===== config.mk =====
export PLATFORM = sky130hd
export DESIGN_NAME = rdt_top
export DESIGN_NICKNAME = d
export VERILOG_FILES = /design/src/rdt_pkg.sv /design/src/rdt_trig_port.sv /design/src/rdt_top.sv
export SDC_FILE = /design/constraint.sdc
export NUM_CORES = 1
export LEC_CHECK = 0
export ABC_AREA = 0
export BUFFER_PORTS_ARGS = -buffer_cell sky130_fd_sc_hd__buf_2
export CAP_MARGIN = 20
export CORE_MARGIN = 5
export CORE_UTILIZATION = 62
export CTS_BUF_LIST = sky130_fd_sc_hd__clkbuf_2
export DETAILED_ROUTE_END_ITERATION = 10
export GPL_TIMING_DRIVEN = 0
export HOLD_SLACK_MARGIN = 0.05
export PLACE_DENSITY_LB_ADDON = 0.12
export SLEW_MARGIN = 5
export SYNTH_ARGS = -nofsm -noshare
export SYNTH_HDL_FRONTEND = slang
export SYNTH_SLANG_ARGS = --single-unit
export TNS_END_PERCENT = 1

===== constraint.sdc =====
create_clock -name clk -period 6.5 [get_ports clk]
set_input_delay 1.3 -clock clk [delete_from_list [all_inputs] [get_ports clk]]
set_output_delay 1.3 -clock clk [all_outputs]
set_load 0.02 [all_outputs]

===== src/rdt_pkg.sv =====
// Purpose: Shared constants and types of the relay driver command block.
// Assumes: APB register access, 40 MHz clock, ASCII command characters.
// Notes:   Trigger lines are open drain and asserted low on the backplane.
package rdt_pkg;

    // Drivers and trigger lines.
    localparam int NUM_DRV   = 73;
    localparam int DRV_MAX   = 72;
    localparam int TRG_LINES = 8;
    localparam int LINE_MAX  = 7;

    // Register byte addresses.
    localparam logic [7:0] ADR_CHAR    = 8'h00;
    localparam logic [7:0] ADR_STB     = 8'h04;
    localparam logic [7:0] ADR_ISTAT   = 8'h08;
    localparam logic [7:0] ADR_IMASK   = 8'h0C;
    localparam logic [7:0] ADR_STATE   = 8'h10;
    localparam logic [7:0] ADR_CLOSED0 = 8'h20;
    localparam logic [7:0] ADR_CLOSED1 = 8'h24;
    localparam logic [7:0] ADR_CLOSED2 = 8'h28;

    // Interrupt status and mask layout.
    localparam int         IRQ_SYN_BIT = 0;
    localparam int         IRQ_TRG_BIT = 1;
    localparam logic [1:0] IMASK_RST   = 2'h3;
    localparam int         STB_RQS_BIT = 6;

    // State register fields.
    localparam int ST_EN_BIT    = 0;
    localparam int ST_VALID_BIT = 1;
    localparam int ST_FIRED_BIT = 2;
    localparam int ST_SYN_BIT   = 3;
    localparam int ST_TRG_BIT   = 4;
    localparam int ST_IN_LSB    = 8;
    localparam int ST_OUT_LSB   = 12;

    // Command characters.
    localparam logic [7:0] CH_SEMI  = 8'h3B;
    localparam logic [7:0] CH_CR    = 8'h0D;
    localparam logic [7:0] CH_LF    = 8'h0A;
    localparam logic [7:0] CH_SPACE = 8'h20;
    localparam logic [7:0] CH_COMMA = 8'h2C;
    localparam logic [7:0] CH_0     = 8'h30;
    localparam logic [7:0] CH_9     = 8'h39;
    localparam logic [7:0] CH_R     = 8'h52;
    localparam logic [7:0] CH_E     = 8'h45;
    localparam logic [7:0] CH_D     = 8'h44;
    localparam logic [7:0] CH_C     = 8'h43;
    localparam logic [7:0] CH_O     = 8'h4F;
    localparam logic [7:0] CH_T     = 8'h54;
    localparam logic [7:0] CH_S     = 8'h53;
    localparam logic [7:0] CH_I     = 8'h49;

    // Trigger output pulse width.
    localparam int         CLK_PERIOD_NS   = 25;
    localparam int         TRG_PULSE_NS    = 1000;
    localparam int         TRG_PULSE_CYC_I =
        (TRG_PULSE_NS + CLK_PERIOD_NS - 1) / CLK_PERIOD_NS;
    localparam logic [5:0] TRG_PULSE_CYC   = 6'(TRG_PULSE_CYC_I);

    typedef logic [2:0] rdt_line_t;

    typedef enum logic [3:0] {
        PS_IDLE      = 4'h0,
        PS_RESET     = 4'h1,
        PS_ENABLE    = 4'h2,
        PS_DISABLE   = 4'h3,
        PS_CLOSE     = 4'h4,
        PS_OPEN      = 4'h5,
        PS_TRIG      = 4'h6,
        PS_SETUP_IN  = 4'h7,
        PS_SETUP_OUT = 4'h8,
        PS_IRQ_SEL   = 4'h9,
        PS_IRQ_SYN   = 4'hA,
        PS_IRQ_TRG   = 4'hB,
        PS_ERROR     = 4'hC
    } rdt_pst_e;

    typedef struct packed {
        logic      valid;
        rdt_line_t in_line;
        rdt_line_t out_line;
    } rdt_trg_cfg_s;

endpackage


===== src/rdt_trig_port.sv =====
// Purpose: Trigger line input edge detection and output pulse generation.
// Assumes: Lines are asserted low and synchronous to clk.
// Notes:   A new fire during a pulse restarts the pulse on the new line.
`timescale 1ns/1ps
module rdt_trig_port (
    // Clock and reset
    input  wire logic              clk,
    input  wire logic              rstn,
    // Line selection and firing
    input  rdt_pkg::rdt_line_t     in_sel,
    input  rdt_pkg::rdt_line_t     out_sel,
    input  wire logic              fire,
    // Backplane lines
    input  wire logic [7:0]        trg_in,
    output logic      [7:0]        trg_oe_n,
    // Event on the selected input
    output logic                   seen
);
    import rdt_pkg::*;

    logic [TRG_LINES-1:0] prev_in;
    logic [TRG_LINES-1:0] next_prev_in;
    logic [TRG_LINES-1:0] next_oe_n;
    logic [5:0]           cnt;
    logic [5:0]           next_cnt;
    logic                 next_seen;

    always_comb begin
        next_prev_in = trg_in;
        // Only the selected line is looked at, so others never trigger.
        next_seen    = prev_in[in_sel] & ~trg_in[in_sel];
        next_cnt     = cnt;
        next_oe_n    = trg_oe_n;
        if (fire) begin
            next_cnt  = TRG_PULSE_CYC - 6'h01;
            next_oe_n = ~(8'h01 << out_sel);
        end else if (cnt != 6'h00) begin
            next_cnt = cnt - 6'h01;
        end else begin
            next_oe_n = 8'hFF;
        end
    end

    always_ff @(posedge clk) begin
        if (!rstn) begin
            prev_in  <= 8'hFF;
            trg_oe_n <= 8'hFF;
            cnt      <= 6'h00;
            seen     <= 1'b0;
        end else begin
            prev_in  <= next_prev_in;
            trg_oe_n <= next_oe_n;
            cnt      <= next_cnt;
            seen     <= next_seen;
        end
    end

endmodule


===== src/rdt_top.sv =====
// Purpose: Command interpreter for a relay and logic driver module.
// Assumes: One ASCII character per APB write; uppercase commands only.
// Notes:   Characters are parsed at one per write with no stall.
//
// Summary of operation
// - Semicolon separated commands execute in order.
// - Close marks driver; output needs global enable.
// - Enable activates all closed drivers, 0 to 72.
// - With trigger setup, drivers wait for trigger.
// - Setup takes input line, then output line.
// - Trigger command pulses the selected output line.
// - Only the selected input line fires drivers.
// - Any of eight lines selectable each way.
// - Enabled syntax errors raise an interrupt.
// - Enabled external triggers raise an interrupt.
// - Status byte bit 6 shows raised interrupt.
// - Bit 6 clear after reset or no cause.
`timescale 1ns/1ps
module rdt_top (
    // Clock and reset
    input  wire logic              clk,
    input  wire logic              rstn,
    // APB slave
    input  wire logic              psel,
    input  wire logic              penable,
    input  wire logic              pwrite,
    input  wire logic [7:0]        paddr,
    input  wire logic [31:0]       pwdata,
    output logic      [31:0]       prdata,
    output logic                   pready,
    output logic                   pslverr,
    // Driver outputs
    output logic [rdt_pkg::NUM_DRV-1:0] drv_out,
    // Trigger lines
    input  wire logic [7:0]        ttl_trg_in,
    output logic      [7:0]        ttl_trg_out,
    output logic      [7:0]        ttl_trg_oe_n,
    // Interrupt
    output logic                   irq
);
    import rdt_pkg::*;

    logic              access;
    logic              done;
    logic              ch_valid;
    logic [7:0]        ch;
    logic              next_pready;
    logic [31:0]       next_prdata;
    logic              next_pslverr;
    rdt_pst_e          pst;
    rdt_pst_e          next_pst;
    logic [6:0]        num;
    logic [6:0]        next_num;
    rdt_line_t         num_in;
    rdt_line_t         next_num_in;
    logic              have;
    logic              next_have;
    logic              is_term;
    logic              is_digit;
    logic              bad;
    logic [10:0]       acc;
    logic [10:0]       lim;
    logic              do_reset;
    logic              do_en;
    logic              do_dis;
    logic              do_close;
    logic              do_open;
    logic              do_trig;
    logic              do_setup;
    logic              do_syn;
    logic              do_trg;
    logic              syn_err;
    logic [NUM_DRV-1:0] closed;
    logic [NUM_DRV-1:0] next_closed;
    logic              out_en;
    logic              next_out_en;
    rdt_trg_cfg_s      trigger_line_setup;
    rdt_trg_cfg_s      next_setup;
    logic              fired;
    logic              next_fired;
    logic              irq_on_syntax_error;
    logic              next_irq_syn;
    logic              irq_on_trigger_event;
    logic              next_irq_trg;
    logic              trig_seen;
    logic              trig_fire;
    logic [1:0]        istat;
    logic [1:0]        next_istat;
    logic [1:0]        imask;
    logic [1:0]        next_imask;
    logic [NUM_DRV-1:0] next_drv;

    assign access    = psel & penable;
    assign done      = access & pready;
    assign ch_valid  = done & pwrite & (paddr == ADR_CHAR);
    assign ch        = pwdata[7:0];
    assign trig_fire = do_trig & trigger_line_setup.valid;

    // APB answer: one wait state, read data captured before completion.
    always_comb begin
        next_pready  = access & ~pready;
        next_prdata  = prdata;
        next_pslverr = 1'b0;
        if (access & ~pready) begin
            next_prdata = 32'h0000_0000;
            unique case (paddr)
                ADR_CHAR:    next_prdata = 32'h0000_0000;
                ADR_STB:     next_prdata[STB_RQS_BIT] = |istat;
                ADR_ISTAT:   next_prdata[1:0] = istat;
                ADR_IMASK:   next_prdata[1:0] = imask;
                ADR_STATE: begin
                    next_prdata[ST_EN_BIT]    = out_en;
                    next_prdata[ST_VALID_BIT] = trigger_line_setup.valid;
                    next_prdata[ST_FIRED_BIT] = fired;
                    next_prdata[ST_SYN_BIT]   = irq_on_syntax_error;
                    next_prdata[ST_TRG_BIT]   = irq_on_trigger_event;
                    next_prdata[ST_IN_LSB +: 3]  = trigger_line_setup.in_line;
                    next_prdata[ST_OUT_LSB +: 3] = trigger_line_setup.out_line;
                end
                ADR_CLOSED0: next_prdata = closed[31:0];
                ADR_CLOSED1: next_prdata = closed[63:32];
                ADR_CLOSED2: next_prdata[8:0] = closed[72:64];
                default:     next_pslverr = 1'b1;
            endcase
        end
    end

    always_ff @(posedge clk) begin
        if (!rstn) begin
            pready  <= 1'b0;
            prdata  <= 32'h0000_0000;
            pslverr <= 1'b0;
        end else begin
            pready  <= next_pready;
            prdata  <= next_prdata;
            pslverr <= next_pslverr;
        end
    end

    // Character parser; each command runs when its terminator arrives.
    always_comb begin
        is_term  = (ch == CH_SEMI) | (ch == CH_CR) | (ch == CH_LF);
        is_digit = (ch >= CH_0) & (ch <= CH_9);
        acc      = 11'(num) * 11'h00A + 11'(ch[3:0]);
        lim      = ((pst == PS_SETUP_IN) | (pst == PS_SETUP_OUT)) ?
                   11'(LINE_MAX) : 11'(DRV_MAX);
        next_pst    = pst;
        next_num    = num;
        next_num_in = num_in;
        next_have   = have;
        bad      = 1'b0;
        do_reset = 1'b0;
        do_en    = 1'b0;
        do_dis   = 1'b0;
        do_close = 1'b0;
        do_open  = 1'b0;
        do_trig  = 1'b0;
        do_setup = 1'b0;
        do_syn   = 1'b0;
        do_trg   = 1'b0;
        syn_err  = 1'b0;
        if (ch_valid && ch != CH_SPACE) begin
            next_num  = (pst == PS_IDLE) ? 7'h00 : num;
            next_have = (pst == PS_IDLE) ? 1'b0 : have;
            unique case (pst)
                PS_IDLE: begin
                    if (!is_term) begin
                        unique case (ch)
                            CH_R:    next_pst = PS_RESET;
                            CH_E:    next_pst = PS_ENABLE;
                            CH_D:    next_pst = PS_DISABLE;
                            CH_C:    next_pst = PS_CLOSE;
                            CH_O:    next_pst = PS_OPEN;
                            CH_T:    next_pst = PS_TRIG;
                            CH_I:    next_pst = PS_IRQ_SEL;
                            default: bad = 1'b1;
                        endcase
                    end
                end
                PS_RESET, PS_ENABLE, PS_DISABLE, PS_IRQ_SYN, PS_IRQ_TRG: begin
                    if (is_term) begin
                        next_pst = PS_IDLE;
                        do_reset = (pst == PS_RESET);
                        do_en    = (pst == PS_ENABLE);
                        do_dis   = (pst == PS_DISABLE);
                        do_syn   = (pst == PS_IRQ_SYN);
                        do_trg   = (pst == PS_IRQ_TRG);
                    end else begin
                        bad = 1'b1;
                    end
                end
                PS_CLOSE, PS_OPEN, PS_SETUP_IN, PS_SETUP_OUT: begin
                    if (is_digit) begin
                        if (acc > lim) begin
                            bad = 1'b1;
                        end else begin
                            next_num  = acc[6:0];
                            next_have = 1'b1;
                        end
                    end else if (pst == PS_SETUP_IN && ch == CH_COMMA &&
                                 have) begin
                        next_num_in = num[2:0];
                        next_num    = 7'h00;
                        next_have   = 1'b0;
                        next_pst    = PS_SETUP_OUT;
                    end else if (is_term && have && pst != PS_SETUP_IN) begin
                        next_pst = PS_IDLE;
                        do_close = (pst == PS_CLOSE);
                        do_open  = (pst == PS_OPEN);
                        do_setup = (pst == PS_SETUP_OUT);
                    end else begin
                        bad = 1'b1;
                    end
                end
                PS_TRIG: begin
                    if (is_term) begin
                        next_pst = PS_IDLE;
                        do_trig  = 1'b1;
                    end else if (ch == CH_S) begin
                        next_pst = PS_SETUP_IN;
                    end else begin
                        bad = 1'b1;
                    end
                end
                PS_IRQ_SEL: begin
                    if (ch == CH_E) begin
                        next_pst = PS_IRQ_SYN;
                    end else if (ch == CH_T) begin
                        next_pst = PS_IRQ_TRG;
                    end else begin
                        bad = 1'b1;
                    end
                end
                PS_ERROR: bad = 1'b1;
                default:  next_pst = PS_IDLE;
            endcase
            if (bad) begin
                syn_err  = is_term;
                next_pst = is_term ? PS_IDLE : PS_ERROR;
            end
        end
    end

    always_ff @(posedge clk) begin
        if (!rstn) begin
            pst    <= PS_IDLE;
            num    <= 7'h00;
            num_in <= 3'h0;
            have   <= 1'b0;
        end else begin
            pst    <= next_pst;
            num    <= next_num;
            num_in <= next_num_in;
            have   <= next_have;
        end
    end

    rdt_trig_port u_trig (
        .clk      (clk),
        .rstn     (rstn),
        .in_sel   (trigger_line_setup.in_line),
        .out_sel  (trigger_line_setup.out_line),
        .fire     (trig_fire),
        .trg_in   (ttl_trg_in),
        .trg_oe_n (ttl_trg_oe_n),
        .seen     (trig_seen)
    );

    // Command effects and trigger arming; hardware sets win over clears.
    always_comb begin
        next_closed  = closed;
        next_out_en  = out_en;
        next_setup   = trigger_line_setup;
        next_fired   = fired;
        next_irq_syn = irq_on_syntax_error;
        next_irq_trg = irq_on_trigger_event;
        next_istat   = istat;
        next_imask   = imask;
        if (done && !pwrite && paddr == ADR_ISTAT) begin
            // Only bits that were returned are cleared.
            next_istat = istat & ~prdata[1:0];
        end
        if (done && pwrite && paddr == ADR_IMASK) begin
            next_imask = pwdata[1:0];
        end
        if (do_reset) begin
            next_closed  = '0;
            next_out_en  = 1'b0;
            next_setup   = '0;
            next_fired   = 1'b0;
            next_irq_syn = 1'b0;
            next_irq_trg = 1'b0;
            next_istat   = 2'h0;
        end
        if (do_en) begin
            next_out_en = 1'b1;
        end
        if (do_dis) begin
            next_out_en = 1'b0;
        end
        if (do_close) begin
            next_closed[num] = 1'b1;
        end
        if (do_open) begin
            next_closed[num] = 1'b0;
        end
        if (do_setup) begin
            next_setup.valid    = 1'b1;
            next_setup.in_line  = num_in;
            next_setup.out_line = num[2:0];
            next_fired          = 1'b0;
        end
        if (do_syn) begin
            next_irq_syn = 1'b1;
        end
        if (do_trg) begin
            next_irq_trg = 1'b1;
        end
        if (trig_seen && trigger_line_setup.valid) begin
            next_fired = 1'b1;
            if (irq_on_trigger_event) begin
                next_istat[IRQ_TRG_BIT] = 1'b1;
            end
        end
        if (syn_err && irq_on_syntax_error) begin
            next_istat[IRQ_SYN_BIT] = 1'b1;
        end
        // Armed drivers stay off until the selected line has fired.
        if (out_en && (!trigger_line_setup.valid || fired)) begin
            next_drv = closed;
        end else begin
            next_drv = '0;
        end
    end

    always_ff @(posedge clk) begin
        if (!rstn) begin
            closed               <= '0;
            out_en               <= 1'b0;
            trigger_line_setup   <= '0;
            fired                <= 1'b0;
            irq_on_syntax_error  <= 1'b0;
            irq_on_trigger_event <= 1'b0;
            istat                <= 2'h0;
            imask                <= IMASK_RST;
            drv_out              <= '0;
            irq                  <= 1'b0;
            ttl_trg_out          <= 8'h00;
        end else begin
            closed               <= next_closed;
            out_en               <= next_out_en;
            trigger_line_setup   <= next_setup;
            fired                <= next_fired;
            irq_on_syntax_error  <= next_irq_syn;
            irq_on_trigger_event <= next_irq_trg;
            istat                <= next_istat;
            imask                <= next_imask;
            drv_out              <= next_drv;
            irq                  <= |(istat & imask);
            ttl_trg_out          <= 8'h00;
        end
    end
endmodule


# == After elaboration in Yosys (flattened, before gate mapping) ==
# Index checks and enable logic that the tools add are counted.
# totals
mem_bits_ro,0
out_inout_bits,124
latch_bits,0
mem_count,0
ramBits,0
inputBits,53
word_cells,246
regBits,234
# op_classes
div_mod_pow,0
shifts,1
reduce_logical,38
mux,109
multipliers,1
n_eq_ne,42
n_bitwise,22
order_cmp,6
n_addsub,2
# ops
op,n
$mux 73,3
$and 73x73->73,1
$not 73->73,1
$or 73x73->73,1
$mux 1,65
$eq 8x7->1 const B,8
$mux 7,8
$mux 4,11
$eq 8x6->1 const B,5
$pmux 17 s2,1
$eq 8x4->1 const B,4
$pmux 4 s7,1
$pmux 4 s6,1
$eq 4x4->1 const B,5
$eq 4x3->1 const B,4
$mux 8,2
$logic_and 1x1->1,13
$mux 6,2
$ne 4x4->1 const B,3
$pmux 2 s6,1
$pmux 3 s4,1
$add 11x4->11,1
$gt 11x7->1,1
$mul 7x3->10 const B,1
47 further kinds,77

# == Depth between registers and ports, before layout ==
# Gate-level depths: netlist (run 1).
# logic_depth
depth_word,14
mapped_depth,14
depth_no_buf,14

# == Modules after synthesis ==
# Synthesis (run 1) repeated with hierarchy kept, for this count alone.
# unflattened
hier_cells,1081
hier_area_um2,10092.2
# by_module_without_submodules
mod,seq_area_each_um2,instances,area_each_um2,cells_per_inst
rdt_top,4224.1,1,9145.0,986
rdt_trig_port,460.4,1,947.2,95

# == Worst setup path before layout (run 1) ==
# OpenSTA, ideal clock, no wires.
# synth_path
path_kind,input to register
startpoint,input port pwdata[1]
endpoint,register num[0]
arrival_ns,3.990
stages,10
required_ns,6.383
n_path_buf,0
setup_slack_ns,2.394
setup_time_ns,0.117
path_cell_list,ha_1 > fa_1 > ha_1 > a21o_1 > a211oi_1 > o21ai_0 > a221oi_1 > a21boi_0 > o31a_1 > a22o_1
# synth_via
elab_chain_cells,6
elab_cells_between_ends,14
cone_classes,add/sub: 1; order compare: 3; eq/ne: 2; mux: 4; bitwise: 1; reduce/logical: 3
# synth_rtl
element,line,source
start: declaration,rdt_top.sv:28,"input wire logic [31:0] pwdata,"
"parallel branches: the longest is 6 deep, another holds $add 11x4->11",n/a,
end signal: assignment,rdt_top.sv:252,num <= next_num;
end: declaration,rdt_top.sv:52,logic [6:0] num;
# Parallel ways; which one is timed is not known.
# A chain may end at the register's enable or synchronous reset.

# == Final worst setup path (run 1) ==
# layout_path
startpoint,register num[1]
endpoint,register num[6]
# layout_via
elab_chain_cells,6
# layout_rtl
element,line,source
$mul 7x3->10 (*),rdt_top.sv:144,acc = 11'(num) * 11'h00A + 11'(ch[3:0]);
$add 11x4->11 (*),rdt_top.sv:144,
$gt 11x7->1,rdt_top.sv:194,if (acc > lim) begin
$mux 7 (*),rdt_top.sv:194,
$mux 7 (*),rdt_top.sv:193,if (is_digit) begin
$mux 7 (*),rdt_top.sv:165,unique case (pst)
# Mark *: on every way between the ends. The rest lies on a longest branch, timed or not.

==> results of run 1 <==
==> final timing paths <==
path	startpoint	endpoint	slack, ns
setup / recovery	num[1]	num[6]	2.43
setup reg to reg	num[1]	num[6]	2.43
hold reg to reg	num_in[0]	trigger_line_setup[3]	0.48
hold / removal	num_in[0]	trigger_line_setup[3]	0.48
==> where the power goes <==
group          leakage (uW)  internal (uW)  switching (uW)
combinational       0.00272           88.5             145
sequential          0.00189           1460            18.9
clock              0.000378            398             566
==> worst register-to-register path, cell delays in order, from the launching register on <==
cell      delay, ns
dfxtp_1        0.47
ha_1           0.28
ha_1           0.21
inv_1          0.07
fa_1           0.44
nor2b_1        0.20
nor2b_1        0.18
xnor2_1        0.19
ha_1           0.32
nor2_1         0.09
a31oi_1        0.05
a221oi_1       0.61
a21boi_0       0.20
o31a_1         0.39
a22o_1         0.25
==> synth_stat cells (7+ instances only) <==
library cell,count
inv_1,15
a22o_1,14
nor2b_1,14
o21ai_1,11
a31oi_1,13
and2_1,78
o211a_1,36
mux2i_1,14
a21oi_1,29
or3_1,7
ha_1,19
nor2_1,73
nor3_1,53
buf_4,9
dfxtp_1,234
and3_1,7
nand3_1,20
clkbuf_1,53
nand2_1,78
a22oi_1,45
a211oi_1,39
buf_2,16
nand2b_1,18
o21ai_0,52
a221oi_1,19
==> placed cells by master, fill, tap and decap left out, drive strengths merged, types with 18 or more instances in the layout <==
cell type	synthesis	routed
dfxtp	234	234
buf	31	173
clkbuf	53	130
nand2	78	78
and2	78	78
nor2	73	73
o21ai	63	63
nor3	56	56
a22oi	45	45
a211oi	40	40
o211a	36	36
a21oi	29	29
nand3	24	24
a221oi	19	19
ha	19	19
clkinv	0	19
nand2b	18	18
==> through the flow <==
step / setup WS (ns) / hold WS, ns / std cells
after floorplan: 2.39 / 0.442 / 1088
after global placement: 1.94 / 0.458 / 1446
after detailed placement: 1.92 / 0.460 / 1447
after CTS: 2.46 / 0.457 / 1545
after global routing: 2.14 / 0.486 / 1547
final: 2.43 / 0.479 / 1547
==> logic make-up (layout without fill, tap and decap cells) <==
kind of cell | after synthesis | after routing
buf+inv | 100 | 341
xor+xnor | 8 | 8
fa+ha+maj | 21 | 21
mux | 17 | 17
other cells | 1 | 10
simple gates | 400 | 400
compound gates | 300 | 300
flops | 234 | 234
==> cell type report <==
| class | instances | area [um^2] |
|---|---|---|
| Fill cell | 1300 | 4300 |
| Multi-Input combinational cell | 754 | 4960 |
| Clock inverter | 21 | 131 |
| Timing Repair Buffer | 143 | 721 |
| Buffer | 84 | 369 |
| Antenna cell | 2 | 5.00 |
| Sequential cell | 234 | 4680 |
| Tap cell | 216 | 270 |
| Clock buffer | 77 | 385 |
| Inverter | 16 | 60.1 |
==> flip-flops by register name, indices dropped and copies added (netlist names), 2 cells and up <==
signal and count:
closed 73, drv_out 73, imask 2, istat 2, num 7, num_in 3
prdata 32, pst 4, trigger_line_setup 7, u_trig.cnt 6, u_trig.prev_in 8, u_trig.trg_oe_n 8
==> per-layer routing <==
metal / routed length [um] / up-vias
met4: 1400 / 0
met1: 11400 / 4376
met5: 0 / -
li1: - / 4402
met3: 2910 / 120
met2: 13300 / 534
==> flow_metrics.tcl, run 1 <==
set metrics [dict create \
    setup_viol 0 \
    finalClockSkew_ns 0.0569 \
    final_util_pct 72.9 \
    hold_path_class "flip-flop to flip-flop" \
    synth.top_cell.area_share_pct 46.6 \
    gp_congestion 0.970 \
    synth_mux_area_share_pct 1.84 \
    cp.arrival_ns 4.76 \
    synthAdderAreaFrac_pct 2.76 \
    post_cts_resized 0 \
    grt.overflow.total 0 \
    cp-start-kind "flip-flop" \
    antenna_found_initial 2 \
    critPathSlowestCell "a221oi_1" \
    place_area_um2 11100 \
    crit_cells 14 \
    synth_warnings 0 \
    crit_fanout 7 \
    drc 0 \
    numCtsBuffers 54 \
    busiest_layer "met2" \
    grt_util_met3_pct 6.72 \
    viasPerCell 6.10 \
    required_ns 7.20 \
    io_pins 177 \
    drt-pass1-iter-count 6 \
    post_cts_buffers 0 \
    grt_start_max_net_pins 15 \
    nNetsFinal 1361 \
    synthToLayoutAreaGrowth_pct 15.3 \
    syn_avg_cell_area_um2 9.29 \
    async_flop_share_pct 0 \
    cts_tree "yes" \
    clkTransAtPathRegs_ns 0.11 \
    rows 46 \
    syn_area_um2 10000 \
    worstSetupPathType "flip-flop to flip-flop" \
    status "finished clean" \
    core_area_um2 15900 \
    grt_pass1_wl_um 44800 \
    clk_path_buf_depth 3 \
    grt_use_met2_pct 49.3 \
    cts_root_buf "clkbuf_2" \
    synth_compound_area_share_pct 21.9 \
    max_freq_mhz 246 \
    clkSinkCount 234 \
    drive_gt1_share_pct 20.6 \
    finalInstanceArea_um2 11600 \
    p_leak_uw 0.00499 \
    portBuffers 142 \
    reg2reg_depth 14 \
    synth_top_family_by_area "compound AO/OA/AOI/OAI gates" \
    max-cap-violations 0 \
    powerDensity_nw_per_um2 231 \
    synth-xor-area-share_pct 0.697 \
    path_common_cell "ha_1" \
    max-vdd-ir-drop_mv 0.150 \
    p_total_uw 2680 \
    hold_viol 0 \
    seq_area_frac_synth_pct 46.6 \
    wl_per_cell_um 18.7 \
    fin_crit_ns 4.07 \
    rsz0062_at_grt "no" \
    grt_pass1_vias 8827 \
    crit_chain "ha_1, ha_1, inv_1, fa_1, nor2b_1, nor2b_1, xnor2_1, ha_1, nor2_1, a31oi_1, a221oi_1, a21boi_0, o31a_1, a22o_1" \
    die_area_um2 18900 \
    initial_core_util_pct 63.2 \
    maxSlewHeadroom_pct 28.0 \
    synth-main-ff-cell "dfxtp_1" \
    synth_area_leaders "dfxtp_1, and2_1, o211a_1, a22oi_1, a211oi_1" \
    dpl.hpwl_um 20900 \
    worstSkewPairLatency_ns 0.81 \
    chipHeight_um 137 \
    crit_buf_inv 1 \
    routed_wl_um 29000 \
    ys_types 76 \
    ys_seq_elements 234 \
    period_share_pct 62.6 \
    drt_iter0_drc 800 \
    die_x_um 137 \
    cts.htree.levels 2 \
    track_usage_pct 30.2 \
    whs_path_depth 1 \
    hold_buffers 0 \
    endpoint_kind "flip-flop" \
    fin_tns_setup_ns 0 \
    slowest_delay_ns 0.61 \
    yosysTopAreaCell "dfxtp_1" \
    crit_family "compound AO/OA/AOI/OAI gates" \
    grt_util_met1_pct 36.9 \
    tightest_slew_ns 1.07 \
    vias 9432 \
    synth-simple-area-share_pct 21.9 \
    synthCells 1081 \
    synth-edff-count 0 \
    report.final.slew_viol_count 0 \
    drtAntennaViolNets 0 \
]
Power figures use the tool's default switching activity.
==> inputs of run 2 (changes only) <==
--- a/config.mk
+++ b/config.mk
@@ -5,11 +5,11 @@
 export SDC_FILE = /design/constraint.sdc
 export NUM_CORES = 1
 export LEC_CHECK = 0
-export ABC_AREA = 0
+export ABC_AREA = 1
 export BUFFER_PORTS_ARGS = -buffer_cell sky130_fd_sc_hd__buf_2
 export CAP_MARGIN = 20
 export CORE_MARGIN = 5
-export CORE_UTILIZATION = 62
+export CORE_UTILIZATION = 59
 export CTS_BUF_LIST = sky130_fd_sc_hd__clkbuf_2
 export DETAILED_ROUTE_END_ITERATION = 10
 export GPL_TIMING_DRIVEN = 0
==> constraint.sdc (replaced) <==
create_clock -name clk -period 3.8 [get_ports clk]
set_input_delay 0.76 -clock clk [delete_from_list [all_inputs] [get_ports clk]]
set_output_delay 0.76 -clock clk [all_outputs]
set_load 0.02 [all_outputs]
==> flow_metrics.tcl, run 2 <==
set metrics [dict create \
    synth_warnings 0 \
    rsz0062_at_grt "no" \
    wl_per_cell_um 17.3 \
    nNetsFinal 1681 \
    core_area_um2 17900 \
    post_cts_buffers 0 \
    initial_core_util_pct 59.8 \
    synth-main-ff-cell "dfxtp_1" \
    async_flop_share_pct 0 \
    period_share_pct 91.6 \
    p_leak_uw 0.00513 \
    worstSetupPathType "flip-flop to flip-flop" \
    switching_power_uw 1320 \
    cp-start-kind "flip-flop" \
    swShare_pct 28.7 \
    cts_root_buf "clkbuf_2" \
    max_freq_mhz 287 \
    clkSinkCount 234 \
    synth_area_leaders "dfxtp_1, nor2_1, inv_1, nand2_1, a32oi_1" \
    powerDensity_nw_per_um2 375 \
    io_pins 177 \
    clkPwrFrac_pct 35.7 \
    worstSkewPairLatency_ns 0.89 \
    ys_seq_elements 234 \
    synthCells 1395 \
    reg2reg_depth 19 \
    syn_avg_cell_area_um2 7.68 \
    chipHeight_um 145 \
    yosysMostFrequentCell "nor2_1" \
    hold_path_class "input port to flip-flop" \
    crit_fanout 9 \
    vias 10800 \
    cts_tree "yes" \
    endpoint_kind "flip-flop" \
    portBuffers 144 \
    r2r_end "pst[1]" \
    synthToLayoutAreaGrowth_pct 14.8 \
    required_ns 4.46 \
    final_cell_mix "nor2_1, dfxtp_1, inv_1" \
    die_area_um2 20900 \
    syn_area_um2 10700 \
    cts.htree.levels 2 \
    synth-edff-count 0 \
    max-vdd-ir-drop_mv 0.270 \
    yosysTopAreaCell "dfxtp_1" \
    seq_area_frac_synth_pct 43.7 \
    r2r_start "num[1]" \
    numCtsBuffers 57 \
    dpl.hpwl_um 23600 \
    maxSlewHeadroom_pct 25.5 \
    drt_iter0_drc 1044 \
    track_usage_pct 30.5 \
    hold_viol 0 \
    grt_pass1_wl_um 51200 \
    clk_path_buf_depth 3 \
    drt-pass1-iter-count 5 \
    ys_types 44 \
    critPathSlowestCell "fa_1" \
    tightest_slew_ns 1.11 \
    p_total_uw 4610 \
    rrSetupSlack_ns 0.32 \
    synth_commonest_cells "nor2_1, dfxtp_1, inv_1" \
    hp-start "ttl_trg_in[0]" \
    slowest_delay_ns 0.45 \
    grt_pass1_vias 9987 \
    report.final.slew_viol_count 0 \
    clkTransAtPathRegs_ns 0.10 \
    min_to "u_trig.prev_in[0]" \
    drive_gt1_share_pct 17.7 \
    max-cap-violations 0 \
    hold_buffers 0 \
    fin_tns_setup_ns 0 \
    gp_congestion 0.954 \
    reg_top3 "closed (73), drv_out (73), prdata (32)" \
    grt_start_max_net_pins 16 \
    drc 0 \
    viasPerCell 5.74 \
    p_comb_share_pct 9.3 \
    status "finished clean" \
    antenna_found_initial 1 \
    crit_buf_inv 2 \
    routed_wl_um 32600 \
    setup_viol 0 \
    crit_family "adder cells" \
    rows 49 \
    p_int_uw 3280 \
    grt.overflow.total 0 \
    finalClockSkew_ns 0.129 \
    post_cts_resized 0 \
    whs_path_depth 3 \
    fin_crit_ns 3.48 \
    p_seq_share_pct 55.0 \
    synth.top_cell.area_share_pct 43.7 \
    crit_chain "ha_1, ha_1, inv_1, fa_1, nor2_1, xor2_1, inv_1, ha_1, a21boi_0, a21oi_1, nand2_1, nor2_4, nand4_1, nand2_2, nand3_1, nand2_2, nand2_1, nand2_1, nor2_1" \
    cp.arrival_ns 4.14 \
    final_common_cell "nor2_1" \
    die_x_um 145 \
    drtAntennaViolNets 0 \
]
## run 2: worst max path at each step
stage                   start      to  slack (ns)  depth (start not counted)
CTS                    num[3]  pst[1]        0.05                         19
finish                 num[1]  pst[1]        0.32                         19
detailed placement     num[3]  pst[0]        0.07                         19
floorplan              num[3]  pst[0]        0.61                         19
global placement    pwdata[1]  pst[1]        0.10                         18
global route           num[3]  pst[1]        0.02                         19
## run 2: per-stage QoR
stage | std cells | utilization [%] | hold WS [ns] | cell area [um^2] | worst slack [ns]
floorplan | 1402 | - | 0.422 | 10700 | 0.606
detailed placement | 1777 | 65.7 | 0.447 | 11800 | 0.0673
global route | 1881 | 68.7 | 0.0981 | 12300 | 0.0151
global placement | 1775 | 65.6 | 0.443 | 11700 | 0.102
finish | 1881 | 68.7 | 0.149 | 12300 | 0.321
CTS | 1880 | 68.6 | 0.0991 | 12300 | 0.0531
## run 2: routing by layer
metal,GRT usage (%),up-vias,wire length [um]
li1,-,5212,-
met1,42.6,4888,13900
met2,46.7,587,14000
met3,5.95,104,3520
met4,12.5,0,1180
met5,0,-,0
## run 2: tightest hold or removal path: cells and delay by family
family / cells / cell delay, ns
buffers and inverters: 2 / 0.11
AND/OR/NAND/NOR: 1 / 0.05
## run 2: area by class of cell
type | instances | area (um^2)
tap | 229 | 287
sequential | 234 | 4690
buffer | 76 | 372
inverter | 207 | 777
antenna | 1 | 2.50
fill | 1629 | 5610
multi-input combinational | 885 | 4910
timing repair buffer | 146 | 736
clock inverter | 24 | 123
clock buffer | 79 | 395
## run 2: logic make-up (layout without fill, tap and decap cells)
group,Yosys count,in the layout,share of synthesized area (%)
xor+xnor,4,4,0.327
simple gates,546,546,22.7
fa+ha+maj,21,21,2.59
buf+inv,283,532,10.7
other cells,1,9,0.0350
flops,234,234,43.7
compound gates,306,306,19.9
## run 2: power by group through the flow
| stage | Combinational (uW) | Clock (uW) | Sequential, uW |
|---|---|---|---|
| global placement | 406 | 0 | 2590 |
| CTS | 422 | 1650 | 2530 |
| global route | 477 | 1790 | 2540 |
| finish | 430 | 1640 | 2530 |
| floorplan | 282 | 0 | 2600 |
| detailed placement | 420 | 0 | 2590 |
